`src/logic/ccoe_defs.vh`:
```
// Constants for the clock output enable control block.
// Assumes inclusion by bare name from the design files under logic/.
`ifndef CCOE_DEFS_VH
`define CCOE_DEFS_VH

// Register indices; the byte address on the bus is four times the index.
`define CCOE_IDX_OECR_HI     5'h00
`define CCOE_IDX_OECR_LO     5'h01
`define CCOE_IDX_OECR_MID    5'h02
`define CCOE_IDX_PIN_RDBK    5'h03
`define CCOE_IDX_SEL_RDBK    5'h04
`define CCOE_IDX_VENDOR      5'h05
`define CCOE_IDX_DEVICE      5'h06
`define CCOE_IDX_BYTE_CNT    5'h07
`define CCOE_IDX_MASK_HI     5'h08
`define CCOE_IDX_MASK_LO     5'h09
`define CCOE_IDX_MASK_MID    5'h0A
`define CCOE_IDX_STATUS      5'h10
`define CCOE_IDX_RUN_STATE   5'h11
`define CCOE_IDX_NONE        5'h1F

// Reset values.
`define CCOE_RST_OECR_HI     8'h78
`define CCOE_RST_OECR_LO     8'hFF
`define CCOE_RST_OECR_MID    8'hFF
`define CCOE_RST_MASK        8'h00
`define CCOE_RST_BYTE_CNT    8'h08

// Identification values are arbitrary.
`define CCOE_VENDOR_ID       8'h11
`define CCOE_DEVICE_ID       8'h22

// High byte register field: channels 19..16 sit in bits 6..3.
`define CCOE_HI_LSB          3
`define CCOE_HI_MSB          6

// Three-level strap codes.
`define CCOE_STRAP_LOW       2'h0
`define CCOE_STRAP_MID       2'h1
`define CCOE_STRAP_HIGH      2'h2

// Status register field positions.
`define CCOE_ST_SMB_ACTIVE   0
`define CCOE_ST_PGOOD        1
`define CCOE_ST_PDOWN        2
`define CCOE_ST_ADDR_LSB     8

// Bus responses.
`define CCOE_RESP_OKAY       2'h0
`define CCOE_RESP_SLVERR     2'h2

`define CCOE_NUM_CH          20

`endif

```
`src/logic/ccoe_sbi_rx.v`:
```
// Sideband serial receiver: shift register and its output register.
// Assumes the three sideband lines arrive already synchronised to aclk.
`timescale 1ns/1ps

module ccoe_sb_rx
(
   // Clock and reset
   input  wire        aclk,
   input  wire        aresetn,
   // Synchronised sideband lines and path select
   input  wire        sb_active,
   input  wire        sb_data,
   input  wire        sb_clk,
   input  wire        sb_load_n,
   // Loaded channel enables
   output wire [19:0] sb_out
);

   reg  [19:0] shift_q;
   reg  [19:0] out_q;
   reg         clk_prev_q;
   reg         load_prev_q;
   wire        clk_rise;
   wire        load_fall;

   assign clk_rise  = sb_clk & ~clk_prev_q;
   assign load_fall = ~sb_load_n & load_prev_q;
   assign sb_out    = out_q;

   // The link clock is sampled, not used as a clock, so its period must stay well above
   // two aclk periods for each edge to be seen.
   always @(posedge aclk)
   begin
      if (!aresetn)
      begin
         shift_q     <= 20'h00000;
         out_q       <= 20'h00000;
         clk_prev_q  <= 1'b1;
         load_prev_q <= 1'b1;
      end
      else
      begin
         clk_prev_q  <= sb_clk;
         load_prev_q <= sb_load_n;
         if (sb_active && clk_rise && sb_load_n)
         begin
            shift_q <= {shift_q[18:0], sb_data};
         end
         if (sb_active && load_fall)
         begin
            out_q <= shift_q;
         end
      end
   end

endmodule

```
`src/logic/ccoe_top.v`:
```
// Clock output enable control: register path, enable pins, sideband path, power state.
// Assumes an AXI4-Lite master on aclk and asynchronous board-level pins.
`timescale 1ns/1ps
`include "ccoe_defs.vh"

module ccoe_top
(
   // Clock and reset
   input  wire        aclk,
   input  wire        aresetn,
   // AXI4-Lite write address
   input  wire [31:0] s_axi_awaddr,
   input  wire        s_axi_awvalid,
   output wire        s_axi_awready,
   // AXI4-Lite write data
   input  wire [31:0] s_axi_wdata,
   input  wire [3:0]  s_axi_wstrb,
   input  wire        s_axi_wvalid,
   output wire        s_axi_wready,
   // AXI4-Lite write response
   output wire [1:0]  s_axi_bresp,
   output wire        s_axi_bvalid,
   input  wire        s_axi_bready,
   // AXI4-Lite read address
   input  wire [31:0] s_axi_araddr,
   input  wire        s_axi_arvalid,
   output wire        s_axi_arready,
   // AXI4-Lite read data
   output wire [31:0] s_axi_rdata,
   output wire [1:0]  s_axi_rresp,
   output wire        s_axi_rvalid,
   input  wire        s_axi_rready,
   // Board pins
   input  wire        power_good_down_pin,
   input  wire        sideband_select_pin,
   input  wire [12:5] oe_n_pin,
   input  wire [1:0]  address_strap_upper,
   input  wire [1:0]  address_strap_lower,
   // Channel states, bus active flag and bus address
   output wire [19:0] clock_output_run,
   output wire        clock_output_hiz,
   output wire        smbus_active,
   output wire [7:0]  smbus_address
);

   localparam [31:0] ZERO32 = 32'h00000000;
   localparam [7:0]  RST_HI = `CCOE_RST_OECR_HI;
   localparam [7:0]  RST_MK = `CCOE_RST_MASK;

   // Synchronisers: stage one feeds stage two only.
   reg  [11:0] sync1_q;
   reg  [11:0] sync2_q;
   wire [11:0] pins_raw;
   wire        pgd_s;
   wire        sel_s;
   wire [12:5] oe_n_s;
   wire [1:0]  strap_up_s;
   wire [1:0]  strap_lo_s;
   reg  [1:0]  strap_up_1q;
   reg  [1:0]  strap_up_2q;
   reg  [1:0]  strap_lo_1q;
   reg  [1:0]  strap_lo_2q;

   // Power state and address.
   reg         pgd_prev_q;
   reg         power_good_latch_q;
   reg         power_down_flag_q;
   reg         bus_open_q;
   reg  [7:0]  addr_q;

   // Register file.
   reg  [19:0] channel_enable_bit_q;
   reg  [19:0] mask_q;
   reg  [7:0]  byte_cnt_q;

   // Bus slave state.
   reg         awready_q;
   reg         wready_q;
   reg         aw_full_q;
   reg         w_full_q;
   reg  [4:0]  aw_idx_q;
   reg  [7:0]  wdata_q;
   reg         wlane_q;
   reg         bvalid_q;
   reg  [1:0]  bresp_q;
   reg         arready_q;
   reg         rvalid_q;
   reg  [1:0]  rresp_q;
   reg  [31:0] rdata_q;
   wire [4:0]  ar_idx;
   wire        bus_open;

   // Channel decision and output.
   wire [19:0] sb_out;
   wire [19:0] dec_run;
   reg  [19:0] dec_run_q;
   reg         dec_hiz_q;
   wire        dec_hiz;
   reg  [19:0] run_q;
   reg         hiz_q;

   // Maps a byte address onto a register index, or none.
   function [4:0] ccoe_idx;
      input [31:0] addr;
      reg   [4:0]  idx;
      begin
         idx = addr[6:2];
         if (addr[31:7] != 25'h0000000)
            ccoe_idx = `CCOE_IDX_NONE;
         else if (idx <= `CCOE_IDX_MASK_MID)
            ccoe_idx = idx;
         else if (idx == `CCOE_IDX_STATUS)
            ccoe_idx = idx;
         else if (idx == `CCOE_IDX_RUN_STATE)
            ccoe_idx = idx;
         else
            ccoe_idx = `CCOE_IDX_NONE;
      end
   endfunction

   // Decodes the two three-level straps into a bus address.
   function [7:0] ccoe_addr;
      input [1:0] up;
      input [1:0] lo;
      begin
         if (up == `CCOE_STRAP_LOW && lo == `CCOE_STRAP_LOW)
            ccoe_addr = 8'hD8;
         else if (up == `CCOE_STRAP_LOW && lo == `CCOE_STRAP_MID)
            ccoe_addr = 8'hDA;
         else if (up == `CCOE_STRAP_LOW)
            ccoe_addr = 8'hDE;
         else if (up == `CCOE_STRAP_MID && lo == `CCOE_STRAP_LOW)
            ccoe_addr = 8'hC2;
         else if (up == `CCOE_STRAP_MID && lo == `CCOE_STRAP_MID)
            ccoe_addr = 8'hC4;
         else if (up == `CCOE_STRAP_MID)
            ccoe_addr = 8'hC6;
         else if (lo == `CCOE_STRAP_LOW)
            ccoe_addr = 8'hCA;
         else if (lo == `CCOE_STRAP_MID)
            ccoe_addr = 8'hCC;
         else
            ccoe_addr = 8'hCE;
      end
   endfunction

   // Register read view for one index.
   function [31:0] ccoe_rd;
      input [4:0] idx;
      input [19:0] en;
      input [19:0] msk;
      begin
         if (idx == `CCOE_IDX_OECR_HI)
            ccoe_rd = {25'h0000000, en[19:16], 3'h0};
         else if (idx == `CCOE_IDX_OECR_LO)
            ccoe_rd = {24'h000000, en[7:0]};
         else if (idx == `CCOE_IDX_OECR_MID)
            ccoe_rd = {24'h000000, en[15:8]};
         else if (idx == `CCOE_IDX_MASK_HI)
            ccoe_rd = {25'h0000000, msk[19:16], 3'h0};
         else if (idx == `CCOE_IDX_MASK_LO)
            ccoe_rd = {24'h000000, msk[7:0]};
         else if (idx == `CCOE_IDX_MASK_MID)
            ccoe_rd = {24'h000000, msk[15:8]};
         else
            ccoe_rd = ZERO32;
      end
   endfunction

   assign pins_raw   = {power_good_down_pin, sideband_select_pin, oe_n_pin, 2'h0};
   assign pgd_s      = sync2_q[11];
   assign sel_s      = sync2_q[10];
   assign oe_n_s     = sync2_q[9:2];
   assign strap_up_s = strap_up_2q;
   assign strap_lo_s = strap_lo_2q;

   always @(posedge aclk)
   begin
      if (!aresetn)
      begin
         sync1_q     <= 12'h3FC;
         sync2_q     <= 12'h3FC;
         strap_up_1q <= 2'h0;
         strap_up_2q <= 2'h0;
         strap_lo_1q <= 2'h0;
         strap_lo_2q <= 2'h0;
      end
      else
      begin
         sync1_q     <= pins_raw;
         sync2_q     <= sync1_q;
         strap_up_1q <= address_strap_upper;
         strap_up_2q <= strap_up_1q;
         strap_lo_1q <= address_strap_lower;
         strap_lo_2q <= strap_lo_1q;
      end
   end

   // Reset stands for loss of supply, the only thing that clears the latch.
   always @(posedge aclk)
   begin
      if (!aresetn)
      begin
         pgd_prev_q         <= 1'b0;
         bus_open_q         <= 1'b0;
         power_good_latch_q <= 1'b0;
         power_down_flag_q  <= 1'b0;
         addr_q             <= 8'h00;
      end
      else
      begin
         pgd_prev_q <= pgd_s;
         bus_open_q <= power_good_latch_q & pgd_s;
         if (!power_good_latch_q && pgd_s && !pgd_prev_q)
         begin
            power_good_latch_q <= 1'b1;
            addr_q             <= ccoe_addr(strap_up_s, strap_lo_s);
         end
         if (power_good_latch_q)
         begin
            power_down_flag_q <= ~pgd_s;
         end
      end
   end

   assign bus_open = bus_open_q;
   assign ar_idx   = ccoe_idx(s_axi_araddr);

   // Write side: address and data are taken in either order, the response follows both.
   always @(posedge aclk)
   begin
      if (!aresetn)
      begin
         awready_q            <= 1'b1;
         wready_q             <= 1'b1;
         aw_full_q            <= 1'b0;
         w_full_q             <= 1'b0;
         aw_idx_q             <= `CCOE_IDX_NONE;
         wdata_q              <= 8'h00;
         wlane_q              <= 1'b0;
         bvalid_q             <= 1'b0;
         bresp_q              <= `CCOE_RESP_OKAY;
         channel_enable_bit_q <= {RST_HI[6:3], `CCOE_RST_OECR_MID, `CCOE_RST_OECR_LO};
         mask_q               <= {RST_MK[6:3], RST_MK, RST_MK};
         byte_cnt_q           <= `CCOE_RST_BYTE_CNT;
      end
      else
      begin
         if (awready_q && s_axi_awvalid)
         begin
            aw_full_q <= 1'b1;
            awready_q <= 1'b0;
            aw_idx_q  <= ccoe_idx(s_axi_awaddr);
         end
         if (wready_q && s_axi_wvalid)
         begin
            w_full_q <= 1'b1;
            wready_q <= 1'b0;
            wdata_q  <= s_axi_wdata[7:0];
            wlane_q  <= s_axi_wstrb[0];
         end
         if (aw_full_q && w_full_q && !bvalid_q)
         begin
            aw_full_q <= 1'b0;
            w_full_q  <= 1'b0;
            bvalid_q  <= 1'b1;
            if (!bus_open || aw_idx_q == `CCOE_IDX_NONE)
            begin
               bresp_q <= `CCOE_RESP_SLVERR;
            end
            else
            begin
               bresp_q <= `CCOE_RESP_OKAY;
               if (wlane_q)
               begin
                  if (aw_idx_q == `CCOE_IDX_OECR_HI)
                     channel_enable_bit_q[19:16] <= wdata_q[6:3];
                  else if (aw_idx_q == `CCOE_IDX_OECR_LO)
                     channel_enable_bit_q[7:0] <= wdata_q;
                  else if (aw_idx_q == `CCOE_IDX_OECR_MID)
                     channel_enable_bit_q[15:8] <= wdata_q;
                  else if (aw_idx_q == `CCOE_IDX_BYTE_CNT)
                     byte_cnt_q <= wdata_q;
                  else if (aw_idx_q == `CCOE_IDX_MASK_HI)
                     mask_q[19:16] <= wdata_q[6:3];
                  else if (aw_idx_q == `CCOE_IDX_MASK_LO)
                     mask_q[7:0] <= wdata_q;
                  else if (aw_idx_q == `CCOE_IDX_MASK_MID)
                     mask_q[15:8] <= wdata_q;
               end
            end
         end
         if (bvalid_q && s_axi_bready)
         begin
            bvalid_q  <= 1'b0;
            awready_q <= 1'b1;
            wready_q  <= 1'b1;
         end
      end
   end

   // Read side: one cycle from address to data.
   always @(posedge aclk)
   begin
      if (!aresetn)
      begin
         arready_q <= 1'b1;
         rvalid_q  <= 1'b0;
         rresp_q   <= `CCOE_RESP_OKAY;
         rdata_q   <= ZERO32;
      end
      else
      begin
         if (arready_q && s_axi_arvalid)
         begin
            arready_q <= 1'b0;
            rvalid_q  <= 1'b1;
            if (!bus_open || ar_idx == `CCOE_IDX_NONE)
            begin
               rresp_q <= `CCOE_RESP_SLVERR;
               rdata_q <= ZERO32;
            end
            else
            begin
               rresp_q <= `CCOE_RESP_OKAY;
               if (ar_idx == `CCOE_IDX_PIN_RDBK)
                  rdata_q <= {24'h000000, oe_n_s};
               else if (ar_idx == `CCOE_IDX_SEL_RDBK)
                  rdata_q <= {31'h00000000, sel_s};
               else if (ar_idx == `CCOE_IDX_VENDOR)
                  rdata_q <= {24'h000000, `CCOE_VENDOR_ID};
               else if (ar_idx == `CCOE_IDX_DEVICE)
                  rdata_q <= {24'h000000, `CCOE_DEVICE_ID};
               else if (ar_idx == `CCOE_IDX_BYTE_CNT)
                  rdata_q <= {24'h000000, byte_cnt_q};
               else if (ar_idx == `CCOE_IDX_STATUS)
                  rdata_q <= {16'h0000, addr_q, 5'h00, power_down_flag_q,
                              power_good_latch_q, bus_open};
               else if (ar_idx == `CCOE_IDX_RUN_STATE)
                  rdata_q <= {11'h000, hiz_q, run_q};
               else
                  rdata_q <= ccoe_rd(ar_idx, channel_enable_bit_q, mask_q);
            end
         end
         if (rvalid_q && s_axi_rready)
         begin
            rvalid_q  <= 1'b0;
            arready_q <= 1'b1;
         end
      end
   end

   // The sideband path ignores the power pin so it can be set up before power-good.
   ccoe_sb_rx u_sb_rx
   (
      .aclk      (aclk),
      .aresetn   (aresetn),
      .sb_active (sel_s),
      .sb_data   (oe_n_s[5]),
      .sb_clk    (oe_n_s[6]),
      .sb_load_n (oe_n_s[10]),
      .sb_out    (sb_out)
   );

   // Per-channel decision; pin gating only exists on channels 5 to 12.
   genvar ch;
   generate
      for (ch = 0; ch < `CCOE_NUM_CH; ch = ch + 1)
      begin : g_ch
         wire pin_ok;
         wire reg_path;
         wire sb_path;
         if (ch >= 5 && ch <= 12)
         begin : g_pin
            assign pin_ok = ~oe_n_s[ch];
         end
         else
         begin : g_nopin
            assign pin_ok = 1'b1;
         end
         assign reg_path    = channel_enable_bit_q[ch] & pin_ok;
         assign sb_path     = sb_out[ch] | mask_q[ch];
         assign dec_run[ch] = power_good_latch_q & ~power_down_flag_q &
                              (sel_s ? sb_path : reg_path);
      end
   endgenerate

   assign dec_hiz = power_good_latch_q & power_down_flag_q;

   // A decision reaches the outputs only once it held for two cycles, so a pin bounce or a
   // path switch never produces a runt enable.
   always @(posedge aclk)
   begin
      if (!aresetn)
      begin
         dec_run_q <= 20'h00000;
         dec_hiz_q <= 1'b0;
         run_q     <= 20'h00000;
         hiz_q     <= 1'b0;
      end
      else
      begin
         dec_run_q <= dec_run;
         dec_hiz_q <= dec_hiz;
         if (dec_run == dec_run_q && dec_hiz == dec_hiz_q)
         begin
            run_q <= dec_run_q;
            hiz_q <= dec_hiz_q;
         end
      end
   end

   assign s_axi_awready    = awready_q;
   assign s_axi_wready     = wready_q;
   assign s_axi_bresp      = bresp_q;
   assign s_axi_bvalid     = bvalid_q;
   assign s_axi_arready    = arready_q;
   assign s_axi_rdata      = rdata_q;
   assign s_axi_rresp      = rresp_q;
   assign s_axi_rvalid     = rvalid_q;
   assign clock_output_run = run_q;
   assign clock_output_hiz = hiz_q;
   assign smbus_active     = bus_open_q;
   assign smbus_address    = addr_q;

endmodule

```
`config.mk`:
```
export PLATFORM = sky130hd
export DESIGN_NAME = ccoe_top
export DESIGN_NICKNAME = d
export VERILOG_FILES = /design/src/logic/ccoe_sbi_rx.v /design/src/logic/ccoe_top.v
export VERILOG_INCLUDE_DIRS = /design/src /design/src/logic
export SDC_FILE = /design/constraint.sdc
export NUM_CORES = 1
export LEC_CHECK = 0
export ABC_AREA = 1
export BUFFER_PORTS_ARGS = -buffer_cell sky130_fd_sc_hd__buf_2
export CAP_MARGIN = 30
export CORE_AREA = 2 2 157 159
export CTS_BUF_LIST = sky130_fd_sc_hd__clkbuf_4 sky130_fd_sc_hd__clkbuf_8 sky130_fd_sc_hd__clkbuf_16
export DETAILED_ROUTE_END_ITERATION = 16
export DIE_AREA = 0 0 159 161
export GPL_TIMING_DRIVEN = 0
export PLACE_DENSITY = 0.7
export SLEW_MARGIN = 25
export SYNTH_ARGS = -nofsm -noshare
export SYNTH_HDL_FRONTEND = slang
export SYNTH_HIERARCHICAL = 1
export SYNTH_SLANG_ARGS = --single-unit
```
`constraint.sdc`:
```
create_clock -name aclk -period 2.55 [get_ports aclk]
set_input_delay 0.1275 -clock aclk [delete_from_list [all_inputs] [get_ports aclk]]
set_output_delay 0.1275 -clock aclk [all_outputs]
set_load 0.02 [all_outputs]
```
==> reports/results.txt <==
CTS tree: built
clk_skew: 0.0127 ns
Antenna Nets Post-Route: 0
FF+latch count, synth: 212
Top Family by Delay on Critical Path: simple AND/OR/NAND/NOR gates
I/O pins: 192
minimum clock period: 2.41 ns
power per cell area: 658 nW/um2
unique cell type count in the Yosys netlist: 54
asr flop ratio synth: 0%
Tcrit/Tclk final: 94.7%
Root Buffer: clkbuf_16
port bufs: 145
Final Max Tran Viols: 0
# nets final: 1600
core area: 24000 um2
sequential area share after synthesis: 45.1%
Die Y: 161 um
area of the die: 25600 um2
First-pass DRT Iterations: 5
global-route wire length before repair: 44500 um
postcts setup bufs: 0
Num CTS Buffers: 23
f_max: 414 MHz
Slowest-stage cell, CP: dfxtp_4
M3 GR Usage: 3.62%
final-report hold violation count: 0
met1 Use GR: 29.2%
total grt overflow: 0
FILL cells: 2407
overall die width: 159 um
most common cell after layout, fill and taps aside: nand2_1
register area: 4250 um2
yosys warns: 6
Critical Path Most Common Cell: buf_6
Buf+Inv Stages, Crit Path: 4
Top Usage Layer GRT: met2
Post-Syn Area per Cell: 7.44 um2
CP arrival: 2.82 ns
FP Rows: 57
vias per cell: 4.92
Starting Density: 39.3%
Synth Flop Type: dfxtp_1
max_cap viols: 0
DRC viols: 0
Critical Path Fanout Max: 10
status: complete, no violations
vias in the first global route: 8129
dpl cells: 1748
Startpoint Class: flop
worst slack, placed: 0.0426 ns
CP Cell Sequence: buf_6 -> inv_4 -> buf_6 -> o21ai_0 -> o211ai_1 -> nor2_1 -> nor3_2 -> nand4_1 -> nor4b_4 -> nand2_2 -> buf_6 -> o21ai_1 -> nor2_1
final WL: 28600 um
kind of critical path: flop to flop
Multi-input gate area: 4270 um2
PnR worst setup slack: 0.136 ns
pin count of the biggest net entering global routing: 15
clk buf depth: 3
CP Data Required Time: 2.95 ns
routed length per instance: 15.7 um
clk_lat worst skew: 0.51 ns
Syn Std Cell Area: 9410 um2
EDFF count, synth: 0
CP peak stage delay: 0.37 ns
worst hold-check path type: input pin to flop
Final Non-Filler Cells: 1818
Worst Max-Slew Pin Slew: 0.818 ns
antenna fix cells: 0
critical path endpoint category: flop
clock-pin slew on the worst setup and hold paths: 0.06 ns
GR Util met2: 36.5%
Final setup viols: 0
Tot GR Track Use: 21.8%
most frequent cells in the layout: 239 x nand2_1, 210 x dfxtp_1, 179 x nor2_1, 157 x buf_2, 137 x inv_1
gpl congestion: 0.952
vias after detailed routing: 8941
Worst slew margin: 45.5%
drt initial violations: 730
leakage: 5.20 nW
Area Growth Syn to Fin: 24.2%
Syn Inst Count: 1265
layout cells sized above 1: 19.5%
Peak VDD IR: 413 uV
post-DP HPWL: 22000 um
Num Clock Sinks: 212
initial antenna violation count: 1
# H-tree levels: 1
## Yosys cell counts, types with 11 or more instances
| cell | instances | area [um2] |
|---|---|---|
| clkbuf_1 | 27 | 101 |
| o21ai_0 | 72 | 360 |
| a21oi_1 | 76 | 380 |
| buf_2 | 12 | 60.1 |
| nand3_1 | 51 | 255 |
| a211oi_1 | 16 | 120 |
| inv_1 | 137 | 514 |
| nor3_1 | 16 | 80.1 |
| nand4_1 | 27 | 169 |
| nand2_1 | 239 | 897 |
| or2_2 | 17 | 106 |
| nor4_1 | 12 | 75.1 |
| nor2_1 | 179 | 672 |
| buf_4 | 21 | 158 |
| o21ai_1 | 11 | 55.1 |
| o211ai_1 | 27 | 203 |
| dfxtp_1 | 212 | 4240 |
| a21boi_0 | 20 | 150 |
## power breakdown
| group | total, W | switching (W) | internal (W) | leakage, nW |
|---|---|---|---|---|
| Combinational | 0.000836 | 0.000506 | 0.000330 | 3.11 |
| Sequential | 0.00356 | 0.000121 | 0.00344 | 1.73 |
| Clock | 0.00330 | 0.00135 | 0.00194 | 0.372 |
| Total | 0.00769 | 0.00198 | 0.00571 | 5.20 |
## path summary, 6_finish.rpt
kind	slack, ns	from	cells after the start	to
max	0.14	sync2_q[10]	13	clock_output_run[16]
min	0.02	s_axi_awaddr[6]	5	aw_idx_q[4]
max reg2reg	0.14	sync2_q[10]	13	clock_output_run[16]
min reg2reg	0.41	sync1_q[2]	1	sync2_q[2]
## layout make-up
type,instances,share of cell area [%]
multi-input cells,849,36.5
flip-flops and latches,212,36.4
repair buffers,175,8.78
clock buffers,27,5.29
inverters,148,4.78
plain buffers,70,3.63
well taps,324,3.47
clock inverters,13,1.16
## registers in the layout, summed over array words and instances (netlist names), 5 cells and up
register,count
channel_enable_bit_q,20
s_axi_rdata,21
wdata_q,8
u_sb_rx/sb_out,20
sync2_q,10
dec_run_q,20
u_sb_rx/shift_q,20
clock_output_run,20
aw_idx_q,5
sync1_q,10
smbus_address,5
byte_cnt_q,8
mask_q,20
## worst register-to-register path: stages, from the launching register on
cell and delay, ns:
dfxtp_4 0.37, buf_6 0.14, inv_4 0.09, buf_6 0.15, o21ai_0 0.11, o211ai_1 0.22, nor2_1 0.11, nor3_2 0.18
nand4_1 0.13, nor4b_4 0.24, nand2_2 0.14, buf_6 0.17, o21ai_1 0.19, nor2_1 0.06
## timing repair
item                                    CTS  global route
hold buffers                             30             0
gates resized for setup                   1            13
gates cloned                              0             0
endpoints found under the hold margin    32             0
pin swaps                                 0             1
endpoints found under the setup margin    1            41
## per-layer routing
layer  vias to the layer above  wire length [um]
li1                       4550                 -
met1                      4034             12700
met2                       300             13200
met3                        55              2010
met4                         2               612
met5                         -                13
## cell families (layout without fill, tap and decap cells)
kind of cell / after synthesis / in the layout / synth area share [%]
other: 1 / 15 / 0.0399
buffers and inverters: 218 / 433 / 10.4
AND/OR/NAND/NOR: 567 / 567 / 26.7
XOR/XNOR: 14 / 14 / 1.30
AO/OA/AOI/OAI: 253 / 253 / 16.4
flip-flops: 212 / 212 / 45.1
## through the flow
stage	setup TNS, ns	hold slack [ns]	area (um2)	utilization, %	total power, W
6_report	0	0.0234	11700	48.8	0.00769
5_1_grt	-0.0287	0.0641	11700	48.8	0.00799
2_1_floorplan	0	0.225	9460	-	0.00412
3_3_place_gp	0	0.310	10600	44.2	0.00440
4_1_cts	0	0.0120	11700	48.6	0.00774
3_5_place_dp	0	0.315	10600	44.2	0.00442
Note: power is estimated with default switching activity, not from simulation.
